$ cat config.mk
export PLATFORM = sky130hd
export DESIGN_NAME = fdcr_regs
export DESIGN_NICKNAME = d
export VERILOG_FILES = /design/src/hw/fdcr_pkg.sv /design/src/hw/fdcr_edge_latch.sv /design/src/hw/fdcr_regs.sv
export SDC_FILE = /design/constraint.sdc
export NUM_CORES = 1
export LEC_CHECK = 0
export BUFFER_PORTS_ARGS = -buffer_cell sky130_fd_sc_hd__buf_4
export CORE_ASPECT_RATIO = 0.7
export CORE_MARGIN = 2
export CORE_UTILIZATION = 40
export DETAILED_ROUTE_END_ITERATION = 8
export PLACE_DENSITY = 0.73
export SYNTH_ARGS = -nofsm -noshare
export SYNTH_HDL_FRONTEND = slang
export SYNTH_SLANG_ARGS = --single-unit
$ cat constraint.sdc
create_clock -name clock_in -period 2.5 [get_ports clock_in]
set_input_delay 0.375 -clock clock_in [delete_from_list [all_inputs] [get_ports clock_in]]
set_output_delay 0.375 -clock clock_in [all_outputs]
set_load 0.1 [all_outputs]
$ cat src/hw/fdcr_pkg.sv
/*
 * Shared constants, types and helper functions for the floppy controller
 * host register bank: the four host registers plus one local config word.
 * Assumes a 10 MHz clock and a classic Wishbone master on the host side.
 */
package fdcr_pkg;

	// register byte addresses
	localparam logic [7:0] FDCR_CFG_OFS  = 8'h00;
	localparam logic [7:0] FDCR_DIAG_OFS = 8'h04;
	localparam logic [7:0] FDCR_DOR_OFS  = 8'h08;
	localparam logic [7:0] FDCR_TDR_OFS  = 8'h0c;
	localparam logic [7:0] FDCR_MSR_OFS  = 8'h10;

	// reset values
	localparam logic [7:0] FDCR_DOR_RST  = 8'h00;
	localparam logic [1:0] FDCR_TAPE_RST = 2'h0;
	localparam logic [4:0] FDCR_CFG_RST  = 5'h00;
	localparam logic [7:0] FDCR_MSR_IDLE = 8'h00;

	// output register fields
	localparam int FDCR_DOR_MOTOR_LSB = 4;
	localparam int FDCR_DOR_DMA_IRQ_PIN_ENABLE     = 3;
	localparam int FDCR_DOR_RESET     = 2;
	localparam int FDCR_DOR_DSEL_LSB  = 0;

	// tape / media register fields
	localparam int FDCR_TDR_ID_EXTRA = 7;
	localparam int FDCR_TDR_ID_HIGH  = 6;
	localparam int FDCR_TDR_VALID    = 5;
	localparam int FDCR_TDR_TAPE_LSB = 0;

	// main status fields
	localparam int FDCR_MSR_RQM    = 7;
	localparam int FDCR_MSR_DIO    = 6;
	localparam int FDCR_MSR_NONDMA = 5;
	localparam int FDCR_MSR_CIP    = 4;
	localparam int FDCR_MSR_BUSY   = 0;

	// local config word fields
	localparam int FDCR_CFG_SENSE = 0;
	localparam int FDCR_CFG_PPM   = 1;
	localparam int FDCR_CFG_PNF   = 2;
	localparam int FDCR_CFG_FOUR  = 4;

	// timing
	localparam int FDCR_CLK_NS        = 100;
	localparam int FDCR_MSR_READY_NS  = 2500;
	localparam int FDCR_MSR_READY_CYC = FDCR_MSR_READY_NS / FDCR_CLK_NS;
	localparam int FDCR_SWRST_MIN_NS  = 100;
	localparam int FDCR_SWRST_CYC     =
		(FDCR_SWRST_MIN_NS + FDCR_CLK_NS - 1) / FDCR_CLK_NS;

	typedef enum logic [1:0] {
		FDCR_MODE_DESKTOP,
		FDCR_MODE_DIAG,
		FDCR_MODE_LEGACY
	} fdcr_mode_type;

	typedef enum logic [2:0] {
		FDCR_MEDIA_525,
		FDCR_MEDIA_288M,
		FDCR_MEDIA_144M,
		FDCR_MEDIA_720K,
		FDCR_MEDIA_NONE
	} fdcr_media_type;

	// classic wishbone request
	typedef struct packed {
		logic        cyc;
		logic        stb;
		logic        we;
		logic [7:0]  adr;
		logic [3:0]  sel;
		logic [31:0] dat;
	} fdcr_wb_req_type;

	// disk and media pins seen by the block
	typedef struct packed {
		logic second_drive_installed;
		logic write_data;
		logic read_data;
		logic write_gate;
		logic media_sense_pin_1;
		logic media_sense_pin_0;
		logic parport_data_7;
		logic parport_data_5;
		logic media_valid_pin_0;
		logic media_valid_pin_1;
	} fdcr_disk_in_type;

	// events and levels from the command engine
	typedef struct packed {
		logic       byte_ready;
		logic       data_xfer;
		logic       dir_to_host;
		logic       non_dma;
		logic       irq;
		logic       cmd_first;
		logic       cmd_last;
		logic       no_result;
		logic       result_last;
		logic       seek_issued;
		logic       sense_first;
		logic [1:0] drive;
		logic       swrst_pulse;
		logic       dir_read;
	} fdcr_engine_type;

	// drive control outputs
	typedef struct packed {
		logic [3:0] motor_on;
		logic [3:0] drive_sel;
		logic       dma_irq_pin_enable;
		logic       ctrl_reset;
		logic [1:0] tape_drive;
	} fdcr_drive_out_type;

	function automatic logic [3:0] fdcr_onehot(input logic [1:0] idx);
		fdcr_onehot = 4'h1 << idx;
	endfunction

	function automatic fdcr_mode_type fdcr_mode_decode(input logic [1:0] strap);
		case (strap)
			2'h1:    fdcr_mode_decode = FDCR_MODE_DIAG;
			2'h2:    fdcr_mode_decode = FDCR_MODE_LEGACY;
			default: fdcr_mode_decode = FDCR_MODE_DESKTOP;
		endcase
	endfunction

endpackage

$ cat src/hw/fdcr_edge_latch.sv
/*
 * Sticky edge catcher for one disk-interface signal.
 * Assumes the signal is synchronous to the clock and reset is already synced.
 */
module fdcr_edge_latch #(
	parameter bit RISE = 1'b1
) (
	// clock and reset
	input  wire logic clock_in,
	input  wire logic rst_n_in,
	// signal and clear
	input  wire logic sig_in,
	input  wire logic clear_in,
	// latched flag
	output logic      latched_out
);
	typedef struct packed {
		logic prev;
		logic flag;
	} fdcr_latch_type;

	fdcr_latch_type state_r;
	fdcr_latch_type state_nxt;
	logic           edge_seen;

	// a set in the clearing cycle wins, so no edge is lost
	always_comb begin
		edge_seen = RISE ? (sig_in & ~state_r.prev) : (~sig_in & state_r.prev);
		state_nxt.prev = sig_in;
		state_nxt.flag = edge_seen | (state_r.flag & ~clear_in);
	end

	always_ff @(posedge clock_in or negedge rst_n_in) begin
		if (!rst_n_in) begin
			state_r <= '0;
		end else begin
			state_r <= state_nxt;
		end
	end

	assign latched_out = state_r.flag;
endmodule

$ cat src/hw/fdcr_regs.sv
/*
 * Host register bank of the floppy controller: latched diagnostic status,
 * drive output control, tape assignment / media sense, main status, and a
 * local config word. Assumes a classic Wishbone master, a command engine
 * that reports its phases as events, and pins synchronous to clock_in.
 */
module fdcr_regs (
	// clock and reset
	input  wire logic                        clock_in,
	input  wire logic                        resetn_in,
	// mode strap, sampled after reset release
	input  wire logic [1:0]                  mode_strap_in,
	// wishbone slave
	input  fdcr_pkg::fdcr_wb_req_type        wb_req_in,
	output logic                             wb_ack_out,
	output logic [31:0]                      wb_dat_out,
	// disk pins and command engine
	input  fdcr_pkg::fdcr_disk_in_type       disk_in,
	input  fdcr_pkg::fdcr_engine_type        engine_in,
	// drive control and media
	output fdcr_pkg::fdcr_drive_out_type     drive_out,
	output fdcr_pkg::fdcr_media_type         media_kind_out,
	output fdcr_pkg::fdcr_mode_type          mode_out
);
	import fdcr_pkg::*;

	localparam int CNT_W = $clog2(FDCR_MSR_READY_CYC + 1);
	localparam logic [CNT_W-1:0] READY_CNT = CNT_W'(FDCR_MSR_READY_CYC);
	localparam logic [1:0] SWRST_CNT = 2'(FDCR_SWRST_CYC);

	// drives 2 and 3 exist only in four-drive mode; shared by motors and selects
	function automatic logic [3:0] drive_mask(input logic four);
		drive_mask = {{2{four}}, 2'h3};
	endfunction

	typedef struct packed {
		logic            strap_done;
		fdcr_mode_type   mode;
		logic            ack;
		logic [7:0]      rdata;
		logic [7:0]      drive_output_control;
		logic [1:0]      tape;
		logic [4:0]      cfg;
		logic [1:0]      swrst_cnt;
		logic [CNT_W-1:0] init_cnt;
		logic            request_for_master;
		logic            transfer_direction;
		logic            nondma;
		logic            cip;
		logic [3:0]      busy;
	} fdcr_state_type;

	fdcr_state_type state_r;
	fdcr_state_type state_nxt;

	// reset synchroniser
	logic rst_meta_r;
	logic rst_n_r;

	// latched diagnostic bits
	logic wdata_seen;
	logic rdata_seen;
	logic write_gate_out_seen;

	// decoded views
	logic       ctrl_reset;
	logic       four_drive;
	logic [3:0] dsel_hot;
	logic [3:0] dsel_act;
	logic [3:0] motor_act;
	logic       media_extra;
	logic       media_high;
	logic       media_valid_n;
	logic [7:0] diag_val;
	logic [7:0] dor_val;
	logic [7:0] tdr_val;
	logic [7:0] msr_val;
	logic       rqm_view;
	logic       init_done;
	logic       req;
	logic       wr_take;
	logic       wr_lane0;
	logic       diag_strap;

	// reset released through two flops, asserted at once
	always_ff @(posedge clock_in or negedge resetn_in) begin
		if (!resetn_in) begin
			rst_meta_r <= 1'b0;
			rst_n_r    <= 1'b0;
		end else begin
			rst_meta_r <= 1'b1;
			rst_n_r    <= rst_meta_r;
		end
	end

	// edge catchers; cleared by a digital input register read
	fdcr_edge_latch #(.RISE(1'b0)) u_wdata (
		.clock_in    (clock_in),
		.rst_n_in    (rst_n_r),
		.sig_in      (disk_in.write_data),
		.clear_in    (engine_in.dir_read),
		.latched_out (wdata_seen)
	);
	fdcr_edge_latch #(.RISE(1'b0)) u_rdata (
		.clock_in    (clock_in),
		.rst_n_in    (rst_n_r),
		.sig_in      (disk_in.read_data),
		.clear_in    (engine_in.dir_read),
		.latched_out (rdata_seen)
	);
	fdcr_edge_latch #(.RISE(1'b1)) u_write_gate_out (
		.clock_in    (clock_in),
		.rst_n_in    (rst_n_r),
		.sig_in      (disk_in.write_gate),
		.clear_in    (engine_in.dir_read),
		.latched_out (write_gate_out_seen)
	);

	// controller reset: output bit low, or stretched self-clearing pulse
	assign ctrl_reset = ~state_r.drive_output_control[FDCR_DOR_RESET]
		| (state_r.swrst_cnt != 2'h0);

	// drive selects and motors, upper two only in four-drive mode
	assign four_drive = state_r.cfg[FDCR_CFG_FOUR];
	assign dsel_hot   = fdcr_onehot(state_r.drive_output_control[FDCR_DOR_DSEL_LSB +: 2]);
	assign dsel_act   = ctrl_reset ? 4'h0 : (dsel_hot & drive_mask(four_drive));
	assign motor_act  = state_r.drive_output_control[FDCR_DOR_MOTOR_LSB +: 4]
		& drive_mask(four_drive);

	// media id pins, parallel port source when muxed and selected
	always_comb begin
		if (state_r.cfg[FDCR_CFG_PPM] && !state_r.cfg[FDCR_CFG_PNF]) begin
			media_extra = disk_in.parport_data_7;
			media_high  = disk_in.parport_data_5;
		end else begin
			media_extra = disk_in.media_sense_pin_1;
			media_high  = disk_in.media_sense_pin_0;
		end
	end

	// valid flag per accessed drive; 1 means no media information
	always_comb begin
		media_valid_n = 1'b1;
		if (state_r.cfg[FDCR_CFG_SENSE]) begin
			case (state_r.drive_output_control[FDCR_DOR_DSEL_LSB +: 2])
				2'h0:    media_valid_n = disk_in.media_valid_pin_0;
				2'h1:    media_valid_n = disk_in.media_valid_pin_1;
				default: media_valid_n = 1'b1;
			endcase
		end
	end

	// media kind as seen by the host
	always_comb begin
		if (media_valid_n) begin
			media_kind_out = FDCR_MEDIA_NONE;
		end else begin
			case ({media_extra, media_high})
				2'h0:    media_kind_out = FDCR_MEDIA_525;
				2'h1:    media_kind_out = FDCR_MEDIA_288M;
				2'h2:    media_kind_out = FDCR_MEDIA_144M;
				default: media_kind_out = FDCR_MEDIA_720K;
			endcase
		end
	end

	// diagnostic register, active-low drive view in legacy mode only
	always_comb begin
		diag_val = 8'h00;
		if (state_r.mode == FDCR_MODE_LEGACY) begin
			diag_val = {~disk_in.second_drive_installed, ~dsel_act[1], ~dsel_act[0],
				wdata_seen, rdata_seen, write_gate_out_seen, ~dsel_act[3], ~dsel_act[2]};
		end
	end

	// output register read; dma enable reserved in diagnostic mode
	always_comb begin
		dor_val = state_r.drive_output_control;
		if (state_r.mode == FDCR_MODE_DIAG) begin
			dor_val[FDCR_DOR_DMA_IRQ_PIN_ENABLE] = 1'b0;
		end
	end

	// tape register read; reserved bits read zero
	assign tdr_val = {media_extra, media_high, media_valid_n, 3'h0, state_r.tape};

	// main status: zero until initialised, rqm follows irq in non-dma
	assign init_done = (state_r.init_cnt == READY_CNT);
	assign rqm_view  = state_r.nondma ? engine_in.irq : state_r.request_for_master;
	always_comb begin
		msr_val = FDCR_MSR_IDLE;
		if (init_done && !ctrl_reset) begin
			msr_val[FDCR_MSR_RQM]         = rqm_view;
			msr_val[FDCR_MSR_DIO]         = state_r.transfer_direction;
			msr_val[FDCR_MSR_NONDMA]      = state_r.nondma;
			msr_val[FDCR_MSR_CIP]         = state_r.cip;
			msr_val[FDCR_MSR_BUSY +: 4]   = state_r.busy;
		end
	end

	// bus qualifiers; a write lands on the edge where ack is seen high
	assign req      = wb_req_in.cyc & wb_req_in.stb;
	assign wr_take  = req & wb_req_in.we & state_r.ack;
	assign wr_lane0 = wr_take & wb_req_in.sel[0];

	// next state
	always_comb begin
		state_nxt = state_r;

		// mode strap caught once, after the release
		if (!state_r.strap_done) begin
			state_nxt.strap_done = 1'b1;
			state_nxt.mode       = fdcr_mode_decode(mode_strap_in);
		end

		// one-cycle ack, dropped the cycle after
		state_nxt.ack = req & ~state_r.ack;
		if (req && !state_r.ack) begin
			case (wb_req_in.adr)
				FDCR_CFG_OFS:  state_nxt.rdata = {3'h0, state_r.cfg};
				FDCR_DIAG_OFS: state_nxt.rdata = diag_val;
				FDCR_DOR_OFS:  state_nxt.rdata = dor_val;
				FDCR_TDR_OFS:  state_nxt.rdata = tdr_val;
				FDCR_MSR_OFS:  state_nxt.rdata = msr_val;
				default:       state_nxt.rdata = 8'h00;
			endcase
		end

		// register writes, any time, low byte lane
		if (wr_lane0) begin
			case (wb_req_in.adr)
				FDCR_CFG_OFS: state_nxt.cfg  = wb_req_in.dat[4:0];
				FDCR_DOR_OFS: state_nxt.drive_output_control  = wb_req_in.dat[7:0];
				FDCR_TDR_OFS: state_nxt.tape = wb_req_in.dat[1:0];
				default:      state_nxt.cfg  = state_r.cfg;
			endcase
		end

		// self-clearing data-rate reset, stretched to the minimum width
		if (engine_in.swrst_pulse) begin
			state_nxt.swrst_cnt = SWRST_CNT;
		end else if (state_r.swrst_cnt != 2'h0) begin
			state_nxt.swrst_cnt = state_r.swrst_cnt - 2'h1;
		end

		// init delay restarts on every controller reset
		if (ctrl_reset) begin
			state_nxt.init_cnt = '0;
		end else if (!init_done) begin
			state_nxt.init_cnt = state_r.init_cnt + CNT_W'(1);
		end

		// phase flags: cleared by controller reset, ready when init ends
		if (ctrl_reset) begin
			state_nxt.request_for_master    = 1'b0;
			state_nxt.transfer_direction    = 1'b0;
			state_nxt.nondma = 1'b0;
			state_nxt.cip    = 1'b0;
			state_nxt.busy   = 4'h0;
		end else if (!init_done) begin
			state_nxt.request_for_master = (state_r.init_cnt == READY_CNT - CNT_W'(1));
			state_nxt.transfer_direction = 1'b0;
		end else begin
			// byte handshake; a new ready beats the clear
			if (engine_in.byte_ready) begin
				state_nxt.request_for_master = 1'b1;
			end else if (engine_in.data_xfer) begin
				state_nxt.request_for_master = 1'b0;
			end
			state_nxt.transfer_direction    = engine_in.dir_to_host;
			state_nxt.nondma = engine_in.non_dma;

			// command in progress; ending byte beats the first byte
			if (engine_in.result_last
				|| (engine_in.cmd_last && engine_in.no_result)) begin
				state_nxt.cip = 1'b0;
			end else if (engine_in.cmd_first) begin
				state_nxt.cip = 1'b1;
			end

			// per-drive busy; seek set wins over a sense clear
			state_nxt.busy = state_r.busy
				& ~(engine_in.sense_first ? fdcr_onehot(engine_in.drive) : 4'h0)
				| (engine_in.seek_issued ? fdcr_onehot(engine_in.drive) : 4'h0);
		end
	end

	// all state on the synchronised reset
	always_ff @(posedge clock_in or negedge rst_n_r) begin
		if (!rst_n_r) begin
			state_r            <= '0;
			state_r.mode       <= FDCR_MODE_DESKTOP;
			state_r.drive_output_control        <= FDCR_DOR_RST;
			state_r.tape       <= FDCR_TAPE_RST;
			state_r.cfg        <= FDCR_CFG_RST;
		end else begin
			state_r <= state_nxt;
		end
	end

	// bus outputs
	assign wb_ack_out = state_r.ack;
	assign wb_dat_out = {24'h000000, state_r.rdata};
	assign mode_out   = state_r.mode;

	// the mode is only caught after reset, so until then a diagnostic strap itself
	// keeps the dma and irq pins enabled; otherwise they would float in reset
	assign diag_strap = ~state_r.strap_done
		& (fdcr_mode_decode(mode_strap_in) == FDCR_MODE_DIAG);

	// drive control outputs; dma pins always on in diagnostic mode
	always_comb begin
		drive_out.motor_on           = motor_act;
		drive_out.drive_sel          = dsel_act;
		drive_out.ctrl_reset         = ctrl_reset;
		drive_out.tape_drive         = state_r.tape;
		if (state_r.mode == FDCR_MODE_DIAG || diag_strap) begin
			drive_out.dma_irq_pin_enable = 1'b1;
		end else begin
			drive_out.dma_irq_pin_enable = state_r.drive_output_control[FDCR_DOR_DMA_IRQ_PIN_ENABLE];
		end
	end
endmodule

-- Word-level counts from Yosys, hierarchy flattened
Cells that the tools add are included.
- add/sub/neg operators: 2
- equal/unequal tests: 16
- shift-type cells: 2
- muxes and demuxes: 27
- bitwise operators: 33
- reduce and logical (&&, ||, !) cells: 20
- operators with widths (cell ; number):
    case mux 8 bit (5 select lines) ; 1
    2-to-1 mux 8 bit ; 3
    equality test 8 x 4 -> 1 bit, second input constant ; 2
    bitwise AND 1 bit ; 12
    bitwise AND 4 bit ; 3
    2-to-1 mux 4 bit ; 3
    NOT 1 bit ; 12
    equality test 2 x 1 -> 1 bit, second input constant ; 5
    equality test 5 bit, second input constant ; 2
    2-to-1 mux 1 bit ; 10
    2-to-1 mux 5 bit ; 2
    equality test 8 x 3 -> 1 bit, second input constant ; 1
    equality test 8 x 5 -> 1 bit, second input constant ; 1
    logical NOT 8 bit ; 1
    AND reduction 2 bit ; 4
    left shift 1 x 2 -> 4 bit, first input constant ; 2
    equality test 2 bit, second input constant ; 3
    2-to-1 mux 2 bit ; 3
    2-to-1 mux 6 bit ; 1
    case mux 2 bit (3 select lines) ; 1
    nonzero test 2 bit ; 3
    adder 5 x 1 -> 5 bit, second input constant ; 1
    logical AND 1 bit ; 4
    logical NOT 2 bit ; 2
    other kinds (12) ; 18
- flip-flop bits (word level): 50
- input bits: 76
- output and inout bits: 50
- word-level logic and storage cells: 122

-- Logic depth before layout (Yosys ltp)
Gate-level depths: netlist (run 1).
- depth after elaboration: 7
- mapped depth: 8
- gate-level depth less buffers: 7

-- Hierarchy
Synthesis (run 1) repeated with hierarchy kept, for this count alone.
- cells, all modules: 281
- area, all modules: 2845.2 µm²
- modules (own cells, without submodules) (module ; instances ; cells an instance ; area each (µm²) ; sequential area each (µm²)):
    fdcr_regs ; 1 ; 266 ; 2635.0 ; 1101.1
    fdcr_edge_latch ; 3 ; 5 ; 70.1 ; 50.0

-- Worst setup path after synthesis (run 1)
No wires, ideal clock.
- path type: reg-to-reg
- start: register state_r[13] in the netlist's numbering
- end: register state_r (netlist bit wb_dat_out[5])
- setup time: 0.127 ns
- arrival: 3.268 ns
- data required time: 2.373 ns
- setup slack: -0.894 ns
- cell stages (with the launch flop): 8
- buffers on the path: 0
- period minus slack after synthesis: 3.394 ns
- cells stage by stage: dfrtp_1 > inv_1 > ha_1 > nand2_1 > nor3_1 > nor2b_1 > o21ai_0 > a21oi_1
- RTL lines (element ; RTL line ; text):
    start, declared ; fdcr_regs.sv:53 ; fdcr_state_type state_r;
    start signal, assigned ; fdcr_regs.sv:297 ; state_r <= state_nxt;

==> qor.yml, run 1 <==
grt_max_degree: 29
synthTopCellsByArea: "dfrtp_1 46%, buf_4 11%, mux2_2 7.0%, a21oi_1 3.5%, nand2_1 3.4%"
crit_start: "state_r[13]"
status: "finished clean"
drt-total-wl_um: 6320
final_common_cell: "buf_4"
p_total_mw: 2.01
clock_latency_ns: 0.31
io_pins: 126
hpwl_um: 4990
num-fill-cells: 639
layout_common_cells: "79 x buf_4, 49 x dfrtp_1, 26 x conb_1"
grt.total_usage_pct: 17.6
post-route-util_pct: 49.9
cts_setup_buffers: 0
io_buffers: 74
area_delta_synth_final_pct: 22.0
cts_tree: "built"
fin_crit_sh_pct: 89.6
cts_num_sinks: 50
reg2reg_depth: 7
root_buffer: "clkbuf_8"
timing.fmax_ghz: 0.446
ys_seq_area_share_pct: 45.7
rsz0062_at_grt: "false"
numCtsBuffers: 5
r2r_end: "wb_dat_out[7]"
synth_area_um2: 2740
hold_viol_final: 0
min_period_ns: 2.24
final_area_um2: 3340
min_path_type: "input port to register"
power_density_nw_per_um2: 600
p_leak_nw: 1.62
grt_pass1_wl_um: 9850
critPathCapture: "drive_out[6]"
antenna_cells: 0
synthArstFlopShare_pct: 100
end_kind: "output pin"
crit_arrival_ns: 1.87
path_class: "register to output pin"
synth.distinct_cells: 45
layout-drive-gt1-share_pct: 32.8
critPathMaxFanout: 11
reg2reg_from: "state_r[13]"
coreArea_um2: 6690
r2r_setup_slack_ns: 0.55
globalplace.congestion: 0.782
vias_per_cell: 4.74
yosysWarnings: 0
rows: 25
overflow: 0
maxCapViolCount: 0
slew_violations: 0
place_area_um2: 3220
start_util_pct: 40.9
die_y_um: 73.3
synth_top_area_share_pct: 45.7
fin_nets: 427
fp.dieW_um: 103
ys_ff_latch: 50
synth_edf_count: 0
dr.pass1.iters: 4
cp.required_ns: 2.12
postSynthCellCount: 283
yosysTopAreaCell: "dfrtp_1"
cts_max_level: 2
route.detailed.drc: 0
synth_flop_cell: "dfrtp_1"
wl_per_cell_um: 14.3
instances_no_fill: 442
setup_ws_ns: 0.260
clock_path_buffers: 2
drt_iter0_markers: 116
min_from: "disk_in[6]"
ant_nets: 0
grt_pass1_vias: 1949
holdBufCountCts: 1
dp.cells: 433
syn_avg_cell_area_um2: 9.68
die-area_um2: 7540
multiInputGateArea_um2: 1200
antenna_found_initial: 0
hold_ws_ns: 0.172
via_count: 2095
setup_viol: 0
dp_slack_ns: 0.472
fin_tns_setup_ns: 0
ir_drop_mv: 0.236
startpoint_type: "register"
skew_ns: 0.0132
clk_pin_slew_ns: 0.10
seq_area_um2: 1250
post_cts_resized: 0
==> how the worst min path moves through the flow <==
stage	end	cells after the start
5_1_grt	u_rdata.state_r[1]	1
6_report	u_write_gate_out.state_r[1]	1
3_3_place_gp	rst_meta_r	1
2_1_floorplan	rst_meta_r	0
3_5_place_dp	rst_meta_r	1
4_1_cts	u_write_gate_out.state_r[1]	1
==> registers in the layout (all words and copies together) (netlist names), 2 cells and up <==
name / count
state_r: 21
wb_dat_out: 8
dor_val: 7
drive_out: 2
mode_out: 2
==> power by group <==
part           switching [mW]  internal [mW]
combinational           0.412          0.128
sequential             0.0317          0.850
clock                   0.282          0.303
total                   0.726           1.28
==> synth_stat cells (2+ instances only) <==
cell type,count
a31oi_1,2
xor2_1,3
nand2b_1,4
mux2_2,17
a21o_1,2
nand3_1,7
o31a_1,2
a22o_1,2
and2_1,3
mux2i_1,3
conb_1,2
nor2b_1,7
o22ai_1,3
nor3_1,6
o21ai_0,12
nand3b_1,2
ha_1,4
clkbuf_1,3
nand4b_1,2
dfrtp_1,50
a21oi_1,19
buf_4,40
nor2_1,25
nand2_1,25
inv_1,13
a221oi_1,4
buf_2,3
==> per-layer routing <==
metal	track usage, %	vias to the layer above	part of all wire (%)
met3	4.95	7	7.8
met5	0	-	0
met4	6.43	0	1.5
li1	-	1031	-
met1	24.8	982	46
met2	25.9	75	45
==> worst max-delay path: stages (launching register included) <==
cell	delay [ns]
dfrtp_1	0.39
inv_1	0.06
ha_1	0.24
nand2_1	0.30
nor3_2	0.26
buf_4	0.32
==> area by class of cell <==
class	count	area share (%)
clock buffers	5	2.06
clock inverters	3	1.42
inverters	14	1.57
multi-input cells	196	35.9
flip-flops and latches	50	37.5
well taps	94	3.52
repair buffers	80	18.0
==> cells by family after synthesis <==
kind of cell             Yosys count  synth area share [%]
other                              2                 0.274
flip-flops                        50                  45.7
adder cells (fa/ha/maj)            4                  1.83
buffers and inverters             61                  14.2
multiplexers                      20                  8.08
AO/OA/AOI/OAI                     51                  11.4
XOR/XNOR                           3                 0.959
AND/OR/NAND/NOR                   92                  17.5
Note: power is estimated with default switching activity, not from simulation.
==> run 2: changes to the inputs <==
PLACE_DENSITY = 0.7   (was 0.73)
==> qor.yml, run 2 (synthesis gave the netlist of run 1 again) <==
timing.fmax_ghz: 0.461  # +3.3%
end_kind: "output pin"
power_density_nw_per_um2: 578  # -3.7%
rows: 25  # unchanged
critPathMaxFanout: 7  # -4
clock_latency_ns: 0.31  # about the same
root_buffer: "clkbuf_8"
final_common_cell: "buf_4"
min_path_type: "input port to register"
slew_violations: 0  # unchanged
ant_nets: 0  # unchanged
crit_buf_inv: 1  # -1
layout_common_cells: "78 x buf_4, 49 x dfrtp_1, 26 x conb_1"
critPathCapture: "media_kind_out[0]"
reg2reg_from: "state_r[13]"
dp.cells: 432  # -0.23%
crit_cells: 4  # -1
multiInputGateArea_um2: 1200  # unchanged
ir_drop_mv: 0.205  # -13%
crit_start: "dor_val[0]"
reg2reg_depth: 7  # unchanged
antenna_found_initial: 0  # unchanged
cts_num_sinks: 50  # unchanged
grt.total_usage_pct: 17.9  # +0.33 points
grt_max_degree: 26  # -10%
startpoint_type: "register"
largest_register_ffs: 21  # unchanged
r2r_end: "wb_dat_out[7]"
clock_path_buffers: 2  # unchanged
fp.dieW_um: 103  # unchanged
worst_slew_pin_slew_ns: 0.543
die_y_um: 73.3  # unchanged
cts_tree: "built"
vias_per_cell: 4.76  # +0.42%
status: "finished clean"
dr.pass1.iters: 4  # unchanged
dp_slack_ns: 0.536  # +0.0635 ns
area_delta_synth_final_pct: 20.8
p_leak_nw: 1.61  # -0.98%
path_cells: "mux2i_1, nand3_1, nor2_1, buf_4"
cp.required_ns: 2.12  # about the same
grt_pass1_wl_um: 10200  # +3.8%
cts_max_level: 2  # unchanged
hold_viol_final: 0  # unchanged
fin_nets: 426  # -0.23%
path_class: "register to output pin"
layout-drive-gt1-share_pct: 32.3  # -0.48 points
r2r_setup_slack_ns: 0.71  # +0.16 ns
drt-total-wl_um: 6290  # -0.49%
coreArea_um2: 6690  # unchanged
instances_no_fill: 441  # -0.23%
crit_slowest_cell: "dfrtp_1"
fin_tns_setup_ns: 0  # unchanged
antenna_cells: 0  # unchanged
cts_setup_buffers: 0  # unchanged
seq_area_um2: 1250  # unchanged
via_count: 2099  # +0.19%
skew_ns: 0.00738  # -0.00585 ns
overflow: 0  # unchanged
numCtsBuffers: 5  # unchanged
min_period_ns: 2.17  # -0.0716 ns
drt_iter0_markers: 91  # -22%
num-fill-cells: 655  # +2.5%
grt_pass1_vias: 2079  # +6.7%
route.detailed.drc: 0  # unchanged
die-area_um2: 7540  # unchanged
post_cts_resized: 0  # unchanged
clk_pin_slew_ns: 0.09  # about the same
fin_crit_sh_pct: 86.7  # -2.9 points
regMostFlops: "state_r"
maxCapViolCount: 0  # unchanged
setup_viol: 0  # unchanged
slowest_delay_ns: 0.50  # +0.11 ns
setup_ws_ns: 0.331  # +0.0716 ns
rsz0062_at_grt: "false"
max_slew_margin_pct: 63.8
wl_per_cell_um: 14.3  # -0.26%
crit_arrival_ns: 1.79  # -0.08 ns
io_pins: 126  # unchanged
crit_family: "flip-flops"
hpwl_um: 4890  # -2.0%
start_util_pct: 40.9  # unchanged
globalplace.congestion: 0.825  # +5.5%
io_buffers: 74  # unchanged
==> run 2: cell types whose count changed in the layout (fill, tap and decap cells not counted) <==
cell       change
bufinv_16      -1
buf_4          -1
clkbuf_8       +1
inv_6          -1
clkbuf_1       +1
clkinv_2       +1
clkinv_4       -1
==> run 2: worst reg2reg max path: stages, from the launching register on <==
cell	delay, ns
dfrtp_1	0.38
inv_1	0.05
ha_1	0.25
nand2_1	0.22
nor2_1	0.13
and4_2	0.27
a221oi_1	0.31
nor2_1	0.07
==> run 2: timing repair <==
item,CTS,global route
hold endpoints to repair,2,0
endpoints found under the setup margin,0,0
hold buffers,1,0
==> run 2: how the worst min path moves through the flow <==
stage | from | to | slack (ns) | depth (start not counted)
floorplan | resetn_in | rst_meta_r | 0.08 | 0
CTS | disk_in[6] | u_write_gate_out.state_r[1] | 0.17 | 1
detailed placement | resetn_in | rst_meta_r | 0.16 | 1
global placement | resetn_in | rst_meta_r | 0.16 | 1
finish | disk_in[6] | u_write_gate_out.state_r[1] | 0.17 | 1
global route | disk_in[6] | u_write_gate_out.state_r[1] | 0.15 | 1
==> run 2: cell type report <==
class / count / area share (%)
tap: 94 / 3.55
sequential: 50 / 37.8
inverter: 14 / 1.59
multi-input combinational: 196 / 36.3
timing repair buffer: 79 / 18.0
clock buffer: 7 / 2.61
clock inverter: 1 / 0.151
==> run 2: metrics by stage <==
step           area (µm²)  hold slack [ns]  utilization [%]  power, mW
2_1_floorplan        2840           0.0794                -       1.35
3_3_place_gp         3210            0.159             47.9       1.43
3_5_place_dp         3210            0.160             47.9       1.44
4_1_cts              3310            0.168             49.5       1.93
5_1_grt              3310            0.151             49.5       2.01
6_report             3310            0.170             49.5       1.91
==> run 2: routing by layer <==
metal	track usage, %	part of all wire (%)	vias up	wire [µm]
met5	0	0	-	0
met2	25.8	43	64	2710
li1	-	-	1023	-
met3	5.80	6.4	8	404
met4	5.12	1.5	0	94
met1	25.9	49	1004	3090
==> run 2: power by group <==
part | total [mW] | internal, mW | switching (mW)
sequential | 0.884 | 0.850 | 0.0341
clock | 0.496 | 0.224 | 0.272
combinational | 0.535 | 0.127 | 0.408
